===== src/rtl/csc_pkg.sv =====
/*
  Shared constants for the camera sensor capture block: register map,
  control field positions, reset values, timing modes and embedded
  sync code values.
  Assumes a 32-bit APB register bus and an 8-bit or wider pixel bus.
*/
package csc_pkg;

  // Register byte offsets
  localparam logic [7:0] CSC_CTRL_OFS = 8'h00;
  localparam logic [7:0] CSC_STATUS_OFS = 8'h04;
  localparam logic [7:0] CSC_DATA_OFS = 8'h08;
  localparam logic [7:0] CSC_FRAMES_OFS = 8'h0C;
  localparam logic [7:0] CSC_LINELEN_OFS = 8'h10;

  // Control register fields
  localparam int CSC_CTRL_EN_BIT = 0;
  localparam int CSC_CTRL_MODE_LSB = 1;
  localparam int CSC_CTRL_FRAME_POL_BIT = 3;
  localparam int CSC_CTRL_LINE_POL_BIT = 4;
  localparam int CSC_CTRL_PIX_INV_BIT = 5;
  localparam int CSC_CTRL_W = 6;
  localparam logic [5:0] CSC_CTRL_RST = 6'h00;

  // Status register fields
  localparam int CSC_STAT_OVF_BIT = 0;
  localparam int CSC_STAT_EMPTY_BIT = 1;
  localparam int CSC_STAT_FULL_BIT = 2;
  localparam int CSC_STAT_INFRAME_BIT = 3;
  localparam int CSC_STAT_INLINE_BIT = 4;
  localparam int CSC_STAT_LEVEL_LSB = 8;

  // Counter reset values
  localparam logic [15:0] CSC_COUNT_RST = 16'h0000;

  // Input FIFO depth
  localparam int CSC_FIFO_DEPTH = 32;

  // Timing modes
  typedef enum logic [1:0] {
    CSC_MODE_EMBEDDED = 2'b00,
    CSC_MODE_GATED = 2'b01,
    CSC_MODE_NONGATED = 2'b10,
    CSC_MODE_OFF = 2'b11
  } csc_mode_e;

  // Embedded timing code preamble and flag positions in the XY word
  localparam logic [7:0] CSC_CODE_ONES = 8'hFF;
  localparam logic [7:0] CSC_CODE_ZEROS = 8'h00;
  localparam int CSC_XY_F_BIT = 6;
  localparam int CSC_XY_V_BIT = 5;
  localparam int CSC_XY_H_BIT = 4;

endpackage


===== src/rtl/csc_stream_if.sv =====
/*
  Valid/ready word stream between the capture core and its FIFO.
  Assumes both ends run on the same clock.
*/
`timescale 1ns/1ps
interface csc_stream_if #(parameter int WIDTH = 8);
  logic valid;
  logic ready;
  logic [WIDTH-1:0] data;
  modport src (output valid, output data, input ready);
  modport snk (input valid, input data, output ready);
endinterface


===== src/rtl/csc_fifo.sv =====
/*
  Synchronous FIFO with valid/ready on both sides.
  Assumes one clock; DEPTH is a power of two.
*/
`timescale 1ns/1ps
module csc_fifo #(
  parameter int WIDTH = 8,
  parameter int DEPTH = 32
) (
  // Clock and reset
  input wire logic clk,
  input wire logic nrst,
  // Fill and drain sides
  csc_stream_if.snk wr,
  csc_stream_if.src rd,
  // Fill level
  output logic [$clog2(DEPTH):0] level
);
  localparam int AW = $clog2(DEPTH);

  logic [WIDTH-1:0] mem [DEPTH];
  logic [AW:0] wrPtr_reg;
  logic [AW:0] rdPtr_reg;
  logic doWrite;
  logic doRead;

  // Extra pointer bit tells full from empty
  assign level = wrPtr_reg - rdPtr_reg;
  assign wr.ready = (level != (AW+1)'(DEPTH));
  assign rd.valid = (level != '0);
  assign rd.data = mem[rdPtr_reg[AW-1:0]];
  assign doWrite = wr.valid && wr.ready;
  assign doRead = rd.valid && rd.ready;

  // Storage
  always_ff @(posedge clk) begin
    if (doWrite) begin
      mem[wrPtr_reg[AW-1:0]] <= wr.data;
    end
  end

  // Pointers
  always_ff @(posedge clk) begin
    if (!nrst) begin
      wrPtr_reg <= '0;
      rdPtr_reg <= '0;
    end else begin
      if (doWrite) begin
        wrPtr_reg <= wrPtr_reg + 1'b1;
      end
      if (doRead) begin
        rdPtr_reg <= rdPtr_reg + 1'b1;
      end
    end
  end
endmodule


===== src/rtl/csc_capture.sv =====
/*
  Camera sensor capture front end with APB register access.
  Samples a pixel bus clocked by the sensor in one of three timing
  modes, recovers frame and line syncs, and fills an input FIFO that
  software drains through the data register.
  Assumes the sensor pins are asynchronous to clk and that the pixel
  clock is well below a quarter of clk.
*/
// Local design decisions: the placing of the registers and the APB register port.
// What this block does
// - Three timing modes: embedded, gated, non-gated
// - Embedded mode ignores frame and line inputs
// - Active line runs from SAV to EAV
// - Blanking between EAV and SAV not stored
// - Strip codes, regenerate frame and line syncs
// - Gated mode uses frame, line, pixel clock
// - Frame sync edge starts a new frame
// - Gated mode: pixel edges valid during line
// - Sample data on active pixel clock edge
// - Gated mode: stop after line sync drops
// - Non-gated mode ignores line sync input
// - Non-gated mode: every edge pushes a pixel unless the FIFO is full
// - Programmable frame, line, pixel polarities
// - Invert bit selects falling pixel edge
`timescale 1ns/1ps
module csc_capture #(
  parameter int DATA_W = 8
) (
  // Clock and reset
  input wire logic clk,
  input wire logic nrst,
  // APB slave
  input wire logic psel,
  input wire logic penable,
  input wire logic pwrite,
  input wire logic [7:0] paddr,
  input wire logic [31:0] pwdata,
  output logic [31:0] prdata,
  output logic pready,
  output logic pslverr,
  // Sensor pins
  input wire logic sensorPixelClock,
  input wire logic frameSyncIn,
  input wire logic lineSyncIn,
  input wire logic [DATA_W-1:0] pixelData,
  // Recovered syncs and overflow flag for downstream stages
  output logic frameStart,
  output logic lineActive,
  output logic overflow
);
  localparam int LVL_W = $clog2(csc_pkg::CSC_FIFO_DEPTH) + 1;

  // Preamble tracking states for embedded timing codes
  typedef enum logic [1:0] {
    CSC_SYNC_IDLE = 2'b00,
    CSC_SYNC_ONES = 2'b01,
    CSC_SYNC_ZERO1 = 2'b10,
    CSC_SYNC_ZERO2 = 2'b11
  } csc_sync_e;

  // Control and status
  logic [csc_pkg::CSC_CTRL_W-1:0] ctrl_reg;
  logic [15:0] frames_reg, lineLen_reg, pixCount_reg;
  logic overflow_reg, frameStart_reg, lineActive_reg, inFrame_reg;
  csc_pkg::csc_mode_e mode;
  // Synchronisers and edge history
  logic pclkS1_reg, pclkS2_reg, pclkPrev_reg;
  logic frameS1_reg, frameS2_reg, framePrev_reg;
  logic lineS1_reg, lineS2_reg;
  logic [DATA_W-1:0] dataS1_reg, dataS2_reg;
  // Embedded sync decode
  csc_sync_e syncState_reg, syncState_next;
  logic embLine_reg, embVert_reg;
  // Push path and fill level
  logic pushValid_reg;
  logic [DATA_W-1:0] pushData_reg;
  logic [LVL_W-1:0] level;
  // APB
  logic pready_reg, pslverr_reg;
  logic [31:0] prdata_reg;
  logic apbDone, apbWrite, apbRead, popNow;
  // Decoded events
  logic pixEdge, frameEdge, lineOn, enabled;
  logic [7:0] codeByte;
  logic xyArrives, isEav, isSav, acceptPixel, lineEnds;
  // Stream links around the FIFO
  csc_stream_if #(.WIDTH(DATA_W)) fillSide ();
  csc_stream_if #(.WIDTH(DATA_W)) drainSide ();
  // Control fields
  assign mode = csc_pkg::csc_mode_e'(ctrl_reg[csc_pkg::CSC_CTRL_MODE_LSB +: 2]);
  assign enabled = ctrl_reg[csc_pkg::CSC_CTRL_EN_BIT];
  // Two flops ahead of every sensor pin
  always_ff @(posedge clk) begin
    if (!nrst) begin
      {pclkS1_reg, pclkS2_reg, frameS1_reg, frameS2_reg, lineS1_reg, lineS2_reg} <= 6'h00;
      dataS1_reg <= '0;
      dataS2_reg <= '0;
    end else begin
      pclkS1_reg <= sensorPixelClock;
      pclkS2_reg <= pclkS1_reg;
      frameS1_reg <= frameSyncIn;
      frameS2_reg <= frameS1_reg;
      lineS1_reg <= lineSyncIn;
      lineS2_reg <= lineS1_reg;
      dataS1_reg <= pixelData;
      dataS2_reg <= dataS1_reg;
    end
  end
  // Edge history looks only at the second stage
  always_ff @(posedge clk) begin
    if (!nrst) begin
      {pclkPrev_reg, framePrev_reg} <= 2'h0;
    end else begin
      pclkPrev_reg <= pclkS2_reg;
      framePrev_reg <= frameS2_reg;
    end
  end
  // Pixel edge with optional inversion; idle-low clock gives no edge
  always_comb begin
    if (ctrl_reg[csc_pkg::CSC_CTRL_PIX_INV_BIT]) begin
      pixEdge = pclkPrev_reg && !pclkS2_reg;
    end else begin
      pixEdge = !pclkPrev_reg && pclkS2_reg;
    end
  end
  // Frame edge and line level after polarity
  always_comb begin
    if (ctrl_reg[csc_pkg::CSC_CTRL_FRAME_POL_BIT]) begin
      frameEdge = framePrev_reg && !frameS2_reg;
    end else begin
      frameEdge = !framePrev_reg && frameS2_reg;
    end
    lineOn = lineS2_reg ^ ctrl_reg[csc_pkg::CSC_CTRL_LINE_POL_BIT];
  end
  // Embedded code fields, taken from the top byte of the bus
  assign codeByte = dataS2_reg[DATA_W-1 -: 8];
  assign xyArrives = (syncState_reg == CSC_SYNC_ZERO2);
  assign isEav = xyArrives && codeByte[csc_pkg::CSC_XY_H_BIT];
  assign isSav = xyArrives && !codeByte[csc_pkg::CSC_XY_H_BIT];
  // Preamble tracker; the code words never reach the FIFO
  always_comb begin
    syncState_next = syncState_reg;
    case (syncState_reg)
      CSC_SYNC_IDLE: begin
        if (codeByte == csc_pkg::CSC_CODE_ONES) begin
          syncState_next = CSC_SYNC_ONES;
        end
      end
      CSC_SYNC_ONES: begin
        if (codeByte == csc_pkg::CSC_CODE_ZEROS) begin
          syncState_next = CSC_SYNC_ZERO1;
        end else if (codeByte != csc_pkg::CSC_CODE_ONES) begin
          syncState_next = CSC_SYNC_IDLE;
        end
      end
      CSC_SYNC_ZERO1: begin
        if (codeByte == csc_pkg::CSC_CODE_ZEROS) begin
          syncState_next = CSC_SYNC_ZERO2;
        end else begin
          syncState_next = CSC_SYNC_IDLE;
        end
      end
      default: begin // XY word closes every code
        syncState_next = CSC_SYNC_IDLE;
      end
    endcase
  end
  // Tracker advances once per pixel edge in embedded mode only
  always_ff @(posedge clk) begin
    if (!nrst) begin
      syncState_reg <= CSC_SYNC_IDLE;
    end else if (!enabled || mode != csc_pkg::CSC_MODE_EMBEDDED) begin
      syncState_reg <= CSC_SYNC_IDLE;
    end else if (pixEdge) begin
      syncState_reg <= syncState_next;
    end
  end
  // Line and vertical blanking recovered from SAV and EAV
  always_ff @(posedge clk) begin
    if (!nrst) begin
      embLine_reg <= 1'b0;
      embVert_reg <= 1'b1;
    end else if (!enabled || mode != csc_pkg::CSC_MODE_EMBEDDED) begin
      embLine_reg <= 1'b0;
      embVert_reg <= 1'b1;
    end else if (pixEdge && xyArrives) begin
      embLine_reg <= isSav && !codeByte[csc_pkg::CSC_XY_V_BIT];
      embVert_reg <= codeByte[csc_pkg::CSC_XY_V_BIT];
    end else if (pixEdge && codeByte == csc_pkg::CSC_CODE_ONES) begin
      embLine_reg <= 1'b0;
    end
  end
  // Which pixel edges carry picture data, per mode
  always_comb begin
    acceptPixel = 1'b0;
    case (mode)
      csc_pkg::CSC_MODE_EMBEDDED: begin
        // Sync pins are not looked at here
        acceptPixel = pixEdge && embLine_reg && !xyArrives
          && codeByte != csc_pkg::CSC_CODE_ONES;
      end
      csc_pkg::CSC_MODE_GATED: begin
        acceptPixel = pixEdge && lineOn;
      end
      csc_pkg::CSC_MODE_NONGATED: begin
        acceptPixel = pixEdge;
      end
      default: begin
        acceptPixel = 1'b0;
      end
    endcase
    acceptPixel = acceptPixel && enabled;
  end
  // Frame start event for the selected mode
  always_ff @(posedge clk) begin
    if (!nrst) begin
      frameStart_reg <= 1'b0;
    end else if (!enabled) begin
      frameStart_reg <= 1'b0;
    end else if (mode == csc_pkg::CSC_MODE_EMBEDDED) begin
      frameStart_reg <= pixEdge && isSav && embVert_reg
        && !codeByte[csc_pkg::CSC_XY_V_BIT];
    end else if (mode == csc_pkg::CSC_MODE_GATED || mode == csc_pkg::CSC_MODE_NONGATED) begin
      frameStart_reg <= frameEdge;
    end else begin
      frameStart_reg <= 1'b0;
    end
  end
  // Line active level for downstream stages
  always_ff @(posedge clk) begin
    if (!nrst) begin
      lineActive_reg <= 1'b0;
    end else if (!enabled) begin
      lineActive_reg <= 1'b0;
    end else if (mode == csc_pkg::CSC_MODE_EMBEDDED) begin
      lineActive_reg <= embLine_reg;
    end else if (mode == csc_pkg::CSC_MODE_GATED) begin
      lineActive_reg <= lineOn;
    end else begin
      lineActive_reg <= inFrame_reg;
    end
  end
  // In-frame status and frame counter
  always_ff @(posedge clk) begin
    if (!nrst) begin
      inFrame_reg <= 1'b0;
      frames_reg <= csc_pkg::CSC_COUNT_RST;
    end else if (!enabled) begin
      inFrame_reg <= 1'b0;
    end else if (frameStart_reg) begin
      inFrame_reg <= 1'b1;
      frames_reg <= frames_reg + 16'h0001;
    end
  end
  // Pixels per line, latched when the line closes
  assign lineEnds = lineActive_reg && !lineOn && mode == csc_pkg::CSC_MODE_GATED
    || pixEdge && isEav && mode == csc_pkg::CSC_MODE_EMBEDDED;
  always_ff @(posedge clk) begin
    if (!nrst) begin
      pixCount_reg <= csc_pkg::CSC_COUNT_RST;
      lineLen_reg <= csc_pkg::CSC_COUNT_RST;
    end else if (lineEnds) begin
      lineLen_reg <= pixCount_reg;
      pixCount_reg <= csc_pkg::CSC_COUNT_RST;
    end else if (acceptPixel) begin
      pixCount_reg <= pixCount_reg + 16'h0001;
    end
  end
  // One-cycle push toward the FIFO; it cannot stall a sensor
  always_ff @(posedge clk) begin
    if (!nrst) begin
      pushValid_reg <= 1'b0;
      pushData_reg <= '0;
    end else begin
      pushValid_reg <= acceptPixel && fillSide.ready;
      if (acceptPixel) begin
        pushData_reg <= dataS2_reg;
      end
    end
  end
  assign fillSide.valid = pushValid_reg;
  assign fillSide.data = pushData_reg;
  // Input FIFO
  csc_fifo #(
    .WIDTH(DATA_W),
    .DEPTH(csc_pkg::CSC_FIFO_DEPTH)
  ) inputFifo (
    .clk(clk),
    .nrst(nrst),
    .wr(fillSide),
    .rd(drainSide),
    .level(level)
  );
  // APB handshake: one wait state, answer registered
  assign apbDone = psel && penable && pready_reg;
  assign apbWrite = apbDone && pwrite;
  assign apbRead = apbDone && !pwrite;
  assign popNow = apbRead && paddr == csc_pkg::CSC_DATA_OFS;
  assign drainSide.ready = popNow;
  // Sticky overflow; a new overflow wins over a clear
  always_ff @(posedge clk) begin
    if (!nrst) begin
      overflow_reg <= 1'b0;
    end else if (acceptPixel && !fillSide.ready) begin
      overflow_reg <= 1'b1;
    end else if (apbWrite && paddr == csc_pkg::CSC_STATUS_OFS
      && pwdata[csc_pkg::CSC_STAT_OVF_BIT]) begin
      overflow_reg <= 1'b0;
    end
  end
  // Control register write
  always_ff @(posedge clk) begin
    if (!nrst) begin
      ctrl_reg <= csc_pkg::CSC_CTRL_RST;
    end else if (apbWrite && paddr == csc_pkg::CSC_CTRL_OFS) begin
      ctrl_reg <= pwdata[csc_pkg::CSC_CTRL_W-1:0];
    end
  end
  // Ready, read data and error are formed one edge before completion
  always_ff @(posedge clk) begin
    if (!nrst) begin
      pready_reg <= 1'b0;
      pslverr_reg <= 1'b0;
      prdata_reg <= 32'h00000000;
    end else begin
      pready_reg <= psel && penable && !pready_reg;
      pslverr_reg <= 1'b0;
      prdata_reg <= 32'h00000000;
      if (psel && penable && !pready_reg) begin
        if (paddr == csc_pkg::CSC_CTRL_OFS) begin
          prdata_reg[csc_pkg::CSC_CTRL_W-1:0] <= ctrl_reg;
        end else if (paddr == csc_pkg::CSC_STATUS_OFS) begin
          prdata_reg[csc_pkg::CSC_STAT_OVF_BIT] <= overflow_reg;
          prdata_reg[csc_pkg::CSC_STAT_EMPTY_BIT] <= !drainSide.valid;
          prdata_reg[csc_pkg::CSC_STAT_FULL_BIT] <= !fillSide.ready;
          prdata_reg[csc_pkg::CSC_STAT_INFRAME_BIT] <= inFrame_reg;
          prdata_reg[csc_pkg::CSC_STAT_INLINE_BIT] <= lineActive_reg;
          prdata_reg[csc_pkg::CSC_STAT_LEVEL_LSB +: LVL_W] <= level;
        end else if (paddr == csc_pkg::CSC_DATA_OFS) begin
          // Empty FIFO reads as zero and pops nothing
          if (drainSide.valid) begin
            prdata_reg[DATA_W-1:0] <= drainSide.data;
          end
        end else if (paddr == csc_pkg::CSC_FRAMES_OFS) begin
          prdata_reg[15:0] <= frames_reg;
        end else if (paddr == csc_pkg::CSC_LINELEN_OFS) begin
          prdata_reg[15:0] <= lineLen_reg;
        end else begin
          pslverr_reg <= 1'b1;
        end
      end
    end
  end
  // Outputs straight from flops
  assign prdata = prdata_reg;
  assign pready = pready_reg;
  assign pslverr = pslverr_reg;
  assign frameStart = frameStart_reg;
  assign lineActive = lineActive_reg;
  assign overflow = overflow_reg;
endmodule


===== config.mk =====
export PLATFORM = sky130hd
export DESIGN_NAME = csc_capture
export DESIGN_NICKNAME = d
export VERILOG_FILES = /design/src/rtl/csc_pkg.sv /design/src/rtl/csc_stream_if.sv /design/src/rtl/csc_fifo.sv /design/src/rtl/csc_capture.sv
export SDC_FILE = /design/constraint.sdc
export NUM_CORES = 1
export LEC_CHECK = 0
export CAP_MARGIN = 5
export CELL_PAD_IN_SITES_DETAIL_PLACEMENT = 1
export CELL_PAD_IN_SITES_GLOBAL_PLACEMENT = 2
export CORE_MARGIN = 4
export CORE_UTILIZATION = 47
export CTS_BUF_LIST = sky130_fd_sc_hd__clkbuf_4
export DETAILED_ROUTE_END_ITERATION = 8
export DONT_BUFFER_PORTS = 1
export PLACE_DENSITY_LB_ADDON = 0.15
export SYNTH_ARGS = -nofsm -noshare
export SYNTH_HDL_FRONTEND = slang
export SYNTH_SLANG_ARGS = --single-unit

===== constraint.sdc =====
create_clock -name clk -period 3.7 [get_ports clk]
set_clock_uncertainty 0.05 [all_clocks]
set_input_delay 1.11 -clock clk [delete_from_list [all_inputs] [get_ports clk]]
set_output_delay 1.11 -clock clk [all_outputs]
set_load 0.05 [all_outputs]

[Word level (Yosys, flattened, before mapping)]
Memories as Yosys holds them, arrays and structs flattened. A register that Yosys moved wholly into a read port is not among the register bits.
Cells that the tools add are included.
Storage, ports and cells
  register bits: 141
  ROM bits: 0
  bits in latches: 0
  memory bits (writable): 256
  input bits: 56
  word-level logic and storage cells: 153
  output and inout bits: 37
  memories: 1
Memory list
  inputFifo.mem: words 32, bits a word 8, read ports 1, clocked after memory_dff 1, wr ports 1, line csc_fifo.sv:21  | logic [WIDTH-1:0] mem [DEPTH];
Cells by class
  magnitude comparators: 0
  shift operators: 0
  bitwise gates (word level): 3
  mux-type cells: 30
  equal/unequal tests: 14
  multiply operators: 0
  reductions and logical operators: 68
  add/sub/neg operators: 5
  div/mod/pow operators: 0
Operators with widths (count)
  1-bit logical AND: 34
  16-bit by 1-bit adder with 16-bit output (second input constant): 2
  16-bit two-way mux: 2
  8-bit two-way mux: 3
  8-bit by 4-bit == test with 1-bit output (second input constant): 2
  8-bit zero test: 2
  5-bit two-way mux: 3
  1-bit zero test: 13
  1-bit two-way mux: 13
  6-bit by 1-bit adder with 6-bit output (second input constant): 2
  6-bit two-way mux: 2
  8-bit by 3-bit == test with 1-bit output (second input constant): 1
  8-bit by 5-bit == test with 1-bit output (second input constant): 1
  8-bit == test (second input constant): 1
  2-bit two-way mux: 4
  8-bit inequality test (second input constant): 1
  2-bit == test (second input constant): 3
  6-bit inequality test (second input constant): 1
  2-bit case mux with 3 select lines: 1
  2-bit AND reduction: 3
  2-bit nonzero test: 3
  6-bit nonzero test: 1
  6-bit OR reduction: 1
  6-bit subtractor: 1
  14 further kinds: 20

[Logic depth before layout (Yosys ltp)]
Gate-level depths: netlist of the first run.
  word-level depth: 10
  mapped depth: 9
  depth with buffers taken out: 9

[Cells and area by module]
Synthesis of the first run repeated with hierarchy kept, for this count alone.
Second synthesis, totals
  cells, all modules: 1112
  area total of the unflattened synthesis: 16090.4 um^2
By module, submodules not included
  csc_fifo: cells an instance 534, times used 1, seq. area each 8027.7 um^2, area an instance 10924.2 um^2
  csc_capture: cells an instance 578, times used 1, seq. area each 2262.2 um^2, area an instance 5166.2 um^2

[Least setup slack after synthesis of the first run]
OpenSTA, ideal clock, no wires.
  kind: flip-flop to flip-flop
  start point: reg inputFifo.wrPtr_reg[0]
  end point: mem inputFifo.mem[11][0], enable pin
  required time: 3.280 ns
  period minus slack after synthesis: 2.900 ns
  setup time: 0.370 ns
  arrival: 2.480 ns
  slack: 0.800 ns
  cell stages (with the launch flop): 10
  path buffers: 0
  path through: dfxtp_1 inv_1 ha_1 fa_1 nand2b_1 o2bb2ai_1 mux2i_1 a211o_1 nand3_1 nor2_1
Between the ends
  cells in the longest elaborated chain, start to end: 5
RTL lines
  start, declared: line csc_fifo.sv:22  | logic [AW:0] wrPtr_reg;
  start signal, assigned: line csc_fifo.sv:49  | wrPtr_reg <= wrPtr_reg + 1'b1;
  6-bit subtractor: line csc_fifo.sv:28  | assign level = wrPtr_reg - rdPtr_reg;
  6-bit inequality test: line csc_fifo.sv:29  | assign wr.ready = (level != (AW+1)'(DEPTH));
  1-bit logical AND: line csc_fifo.sv:32  | assign doWrite = wr.valid && wr.ready;
  1-bit two-way mux: line csc_fifo.sv:37  | if (doWrite) begin
  1-bit two-way mux (implied by the code): line csc_fifo.sv:38  | mem[wrPtr_reg[AW-1:0]] <= wr.data;
  end, declared: line csc_fifo.sv:21
Parallel ways exist; a longest one is shown, timed or not.

[Worst setup path in the final report of the first run]
  start point: reg inputFifo.wrPtr_reg[0]
  end point: mem inputFifo.mem[15][7], enable pin
Same word-level chain as after synthesis.

==> results of run 1 <==
synth_stat cells (all sizes together) (3+ instances only):
cell | instances | share of area
nand3b | 4 | 0.0019
o21a | 3 | 0.0014
a21oi | 26 | 0.0086
a31oi | 10 | 0.0054
ha | 16 | 0.013
or4 | 6 | 0.0031
xor2 | 26 | 0.015
nor3 | 7 | 0.0022
a221oi | 4 | 0.0022
dfxtp | 130 | 0.17
or3 | 12 | 0.0048
mux4 | 35 | 0.050
o211ai | 3 | 0.0014
nand3 | 47 | 0.015
nand2 | 52 | 0.012
a221o | 4 | 0.0026
nor4 | 5 | 0.0020
o31ai | 7 | 0.0034
clkbuf | 27 | 0.0065
and3 | 13 | 0.0052
and2 | 26 | 0.010
a22oi | 34 | 0.016
nand2b | 7 | 0.0028
a211oi | 4 | 0.0022
inv | 13 | 0.0031
nand4 | 22 | 0.0088
mux2i | 104 | 0.066
nor2b | 8 | 0.0032
nor2 | 126 | 0.030
mux2 | 5 | 0.0036
edfxtp | 256 | 0.49
buf | 38 | 0.015
and4 | 4 | 0.0024
a222oi | 3 | 0.0019
nor3b | 4 | 0.0019
o21ai | 13 | 0.0042
xnor2 | 7 | 0.0039
layer usage:
metal  wire length, um  vias up
met1             17350     4982
li1                  -     4533
met3              2208       49
met5                 0        -
met4               628        0
met2             18720      254
metrics by stage:
step,power [uW],utilization,setup slack (ps)
CTS,8317,0.5426,374.9
global route,8585,0.5427,191.0
floorplan,4738,-,799.7
detailed placement,4735,0.5051,439.1
global placement,4733,0.5051,509.8
finish,8187,0.5427,362.8
final timing paths:
check,to,cells after the start,startpoint
worst max-delay path,inputFifo.mem[15][7]$_DFFE_PP_,9,inputFifo.wrPtr_reg[0]$_SDFFE_PN0P_
worst min-delay path,codeByte[1]$_SDFF_PN0_,1,dataS1_reg[1]$_SDFF_PN0_
worst max register to register,inputFifo.mem[15][7]$_DFFE_PP_,9,inputFifo.wrPtr_reg[0]$_SDFFE_PN0P_
worst min register to register,codeByte[1]$_SDFF_PN0_,1,dataS1_reg[1]$_SDFF_PN0_
final cells by class:
type | instances | area (sq um)
antenna | 1 | 2.502
clock inverter | 30 | 155.1
multi-input combinational | 679 | 5054
timing repair buffer | 72 | 565.5
inverter | 13 | 48.80
tap | 442 | 553.0
sequential | 386 | 10290
clock buffer | 143 | 1074
fill | 3364 | 14950
cell families after synthesis:
group | synth area share
AND/OR/NAND/NOR | 0.1095
XOR/XNOR | 0.01846
adder cells (fa/ha/maj) | 0.01407
flip-flops | 0.6573
AO/OA/AOI/OAI | 0.05571
buffers and inverters | 0.02430
multiplexers | 0.1204
other | 0.0002395
power by group:
part	leakage, uW	switching (uW)	internal, uW	total (uW)
Clock	0.000732	1710	1840	3550
Combinational	0.00196	65.5	14.5	80.0
Sequential	0.00342	9.97	4550	4560
==> reports/results.ini, run 1 <==
[clock_tree]
clock_path_buffers = 3
root_buffer = clkbuf_4
cts.sinks = 386
cts_hold_buffers = 0
tritoncts = built
clkTransAtPathRegs_ps = 70
numCtsBuffers = 99
post_cts_resize_count = 0
cts_max_level = 3
post-cts-setup-buffer-count = 0
clk_latency_ps = 800

[setup_path]
crit_chain = inv_1, ha_1, fa_1, xnor2_1, nor3_1, mux2i_1, a211oi_2, or4_1, inv_1
slowest_delay_ps = 530
cp_top_family = simple AND/OR/NAND/NOR gates
regToRegSetupSlack_ps = 360
cpMostUsedCell = inv_1
crit_type = reg -> reg
start_kind = register
path_buf_inv = 2
worst-endpoint-required_ps = 4020
arrival_ps = 3660
critPathCaptureType = register
cp_max_fo = 8
slowest_stage = or4_1

[route]
first_pass_iters = 5
ant_nets = 0
totalWireLength_um = 38900
via_count = 9818
via_per_inst = 5.559
post_drt_wl_per_cell_um = 22.03
post-route-drc-count = 0
drt_iter0_markers = 615

[global_route]
grtUsageMet1 = 0.3053
grt_max_degree = 53
grtUsageTotal = 0.2191
use_met2 = 0.3494
grt_pass1_vias = 10445
grt-busiest-layer = met2
grt_pass1_wl_um = 60480
gr-total-overflow = 0
antenna_found_initial = 2
met3_usage = 0.04962

[synth]
synth_flop_cell = edfxtp_1
syn_area_sq_um = 15660
yosysWarnings = 0
ys_seq_elements = 386
postSynthCellCount = 1128
syn_avg_cell_area_sq_um = 13.88
synth-edff-count = 256
async_reset_ff_frac = 0
ys_seq_area_frac = 0.6573
synth_cell_type_count = 62

[power]
p_per_area_nw_per_um2 = 461.3
p_leak_uw = 0.006121
peakVddDrop_v = 0.0002300

[timing]
finalCriticalPeriod_ps = 3337
finalSetupTns_ps = 0
setup_viol = 0
max_freq_mhz = 299.7
slew_headroom = 0.2402
worst_pin_slew_ps = 1138
hold_violations = 0
period_share = 0.9019
timing.final.max_slew_violations = 0
whs_ps = 373.8
rsz0062_at_grt = false

[hold_path]
hold_class = reg -> reg

[layout]
layout_common_cells = 256 x edfxtp_1, 143 x clkbuf_4, 128 x dfxtp_1, 125 x nor2_1, 104 x mux2i_1
final_cells = 1766
final_nets = 1324
final_cell_area_sq_um = 17750
drive_gt1_frac = 0.2124
largest_reg_flops = 256
final_common_cell = edfxtp_1
area_growth_pct = 13.36

[die]
die_area_sq_um = 36290
fp.dieH_um = 190.5
start_util = 0.4787
ios = 93
die_x_um = 190.5
core_area_sq_um = 32700
rows = 66

[outcome]
status = finished, final reports clean

[job]
drv_cap = 0

[place]
gp_congestion = 0.8125
placedInstanceArea_sq_um = 16520
dpl.hpwl_um = 25700
place_inst = 1592
io_buffer_count = 0

Note: power is estimated with default switching activity, not from simulation.
==> run 2: changes to the inputs <==
--- a/config.mk
+++ b/config.mk
@@ -13,6 +13,7 @@
 export CTS_BUF_LIST = sky130_fd_sc_hd__clkbuf_4
 export DETAILED_ROUTE_END_ITERATION = 8
 export DONT_BUFFER_PORTS = 1
+export MAX_ROUTING_LAYER = met4
 export PLACE_DENSITY_LB_ADDON = 0.15
 export SYNTH_ARGS = -nofsm -noshare
 export SYNTH_HDL_FRONTEND = slang
==> run 2 against run 1 <==
Compared with the run above: flip-flop and latch count stayed put; non-clock buffer count unchanged; critical path depth did not move; critical endpoint unchanged; largest cell class unchanged.
==> reports/results.ini, run 2 (synthesis gave the netlist of run 1 again) <==
[outcome]
status = finished, final reports clean

[clock_tree]
cts_max_level = 3  ; unchanged
root_buffer = clkbuf_4
numCtsBuffers = 99  ; unchanged
clkTransAtPathRegs_ps = 70  ; about the same
clock_path_buffers = 3  ; unchanged
tritoncts = built
post_cts_resize_count = 0  ; unchanged
cts.sinks = 386  ; unchanged
post-cts-setup-buffer-count = 0  ; unchanged
cts_hold_buffers = 0  ; unchanged
clk_latency_ps = 790  ; about the same

[layout]
finish.utilization = 0.5427  ; unchanged
drive_gt1_frac = 0.2124  ; unchanged
multi_input_area_sq_um = 5054  ; unchanged
largest_reg_flops = 256  ; unchanged
final_common_cell = edfxtp_1
regArea_sq_um = 10290  ; unchanged
n_fill_cell = 3364  ; unchanged
final_nets = 1324  ; unchanged
layout_common_cells = 256 x edfxtp_1, 143 x clkbuf_4, 128 x dfxtp_1, 125 x nor2_1, 104 x mux2i_1
area_growth_pct = 13.36  ; unchanged

[global_route]
grt_pass1_wl_um = 60550  ; +0.11%
grtUsageTotal = 0.2260  ; +0.006911
met3_usage = 0.05145  ; +0.001831
grt_pass1_vias = 10408  ; -0.35%
antenna_found_initial = 2  ; unchanged
grtUsageMet1 = 0.3066  ; +0.001352
gr-total-overflow = 0  ; unchanged
grt-busiest-layer = met2
grt_max_degree = 53  ; unchanged
use_met2 = 0.3491  ; about the same

[route]
drt_iter0_markers = 660  ; +7.3%
post_drt_wl_per_cell_um = 22.02  ; about the same
totalWireLength_um = 38890  ; about the same
via_per_inst = 5.554  ; -0.10%
first_pass_iters = 5  ; unchanged
post-route-drc-count = 0  ; unchanged
via_count = 9808  ; -0.10%
ant_nets = 0  ; unchanged

[power]
peakVddDrop_v = 0.0002300  ; about the same
p_per_area_nw_per_um2 = 461.7  ; about the same
report.power.total_uw = 8194  ; about the same
p_leak_uw = 0.006121  ; unchanged

[die]
ios = 93  ; unchanged
start_util = 0.4787  ; unchanged
die_x_um = 190.5  ; unchanged
rows = 66  ; unchanged
fp.dieH_um = 190.5  ; unchanged
die_area_sq_um = 36290  ; unchanged
core_area_sq_um = 32700  ; unchanged

[place]
gp_congestion = 0.8245  ; +1.5%
dpl.hpwl_um = 25700  ; unchanged
io_buffer_count = 0  ; unchanged

[setup_path]
setup.worst_path.end = inputFifo.mem[15][7]$_DFFE_PP_
arrival_ps = 3670  ; about the same
worstReg2RegEnd = inputFifo.mem[15][7]$_DFFE_PP_
path_buf_inv = 2  ; unchanged
crit_type = reg -> reg
slowest_stage = or4_1
r2r_start = inputFifo.wrPtr_reg[0]$_SDFFE_PN0P_
cp_max_fo = 8  ; unchanged
slowest_delay_ps = 530  ; about the same
worst-endpoint-required_ps = 4040  ; +20 ps
cp-startpoint = inputFifo.wrPtr_reg[0]$_SDFFE_PN0P_
critPathCaptureType = register
crit_chain = inv_1, ha_1, fa_1, xnor2_1, nor3_1, mux2i_1, a211oi_2, or4_1, inv_1
start_kind = register
cpMostUsedCell = inv_1
cp_top_family = simple AND/OR/NAND/NOR gates
regToRegSetupSlack_ps = 370  ; about the same
reg2reg_depth = 9  ; unchanged
worst-path-stages = 9  ; unchanged

[timing]
timing.final.max_slew_violations = 0  ; unchanged
slew_headroom = 0.2321  ; -0.008087
finalSetupTns_ps = 0  ; unchanged
hold_violations = 0  ; unchanged
worst_pin_slew_ps = 1150  ; +12.11 ps
whs_ps = 377.1  ; +3.290 ps
setup_viol = 0  ; unchanged
period_share = 0.9006  ; -0.001322
finalCriticalPeriod_ps = 3332  ; -4.893 ps
max_freq_mhz = 300.1  ; +0.15%
rsz0062_at_grt = false

[hold_path]
worstHoldStart = dataS1_reg[2]$_SDFF_PN0_
hold_class = reg -> reg

[job]
drv_cap = 0  ; unchanged

run 2: through the flow:
step / instance area [sq um] / setup slack (ps) / instances
after detailed placement: 16520 / 439.1 / 1592
after floorplan: 15710 / 799.7 / 1143
final: 17750 / 367.7 / 1766
after CTS: 17740 / 374.9 / 1765
after global placement: 16520 / 509.8 / 1592
after global routing: 17750 / 191.0 / 1766
run 2: layout make-up:
class,instances,share of cell area
Sequential cell,386,0.5801
Multi-Input combinational cell,679,0.2848
Clock buffer,143,0.06049
Timing Repair Buffer,72,0.03187
Tap cell,442,0.03116
Clock inverter,30,0.008742
Inverter,13,0.002750
Antenna cell,1,0.0001410
run 2: routing by layer:
layer / share of wire / up-vias
met4: 0.016 / 0
met5: 0 / -
met1: 0.44 / 4956
met2: 0.48 / 270
li1: - / 4531
met3: 0.061 / 51
run 2: report_power, final:
part           internal [uW]  switching (uW)
Combinational           14.5            65.4
Clock                   1840            1710
Sequential              4550            9.92
run 2: worst min path at each step:
stage / to / cells past startpoint
after CTS: dataS1_reg[0]$_SDFF_PN0_ / 1
final: codeByte[2]$_SDFF_PN0_ / 1
after global placement: codeByte[6]$_SDFF_PN0_ / 1
after detailed placement: lineS2_reg$_SDFF_PN0_ / 1
after floorplan: codeByte[0]$_SDFF_PN0_ / 1
after global routing: frameS1_reg$_SDFF_PN0_ / 1
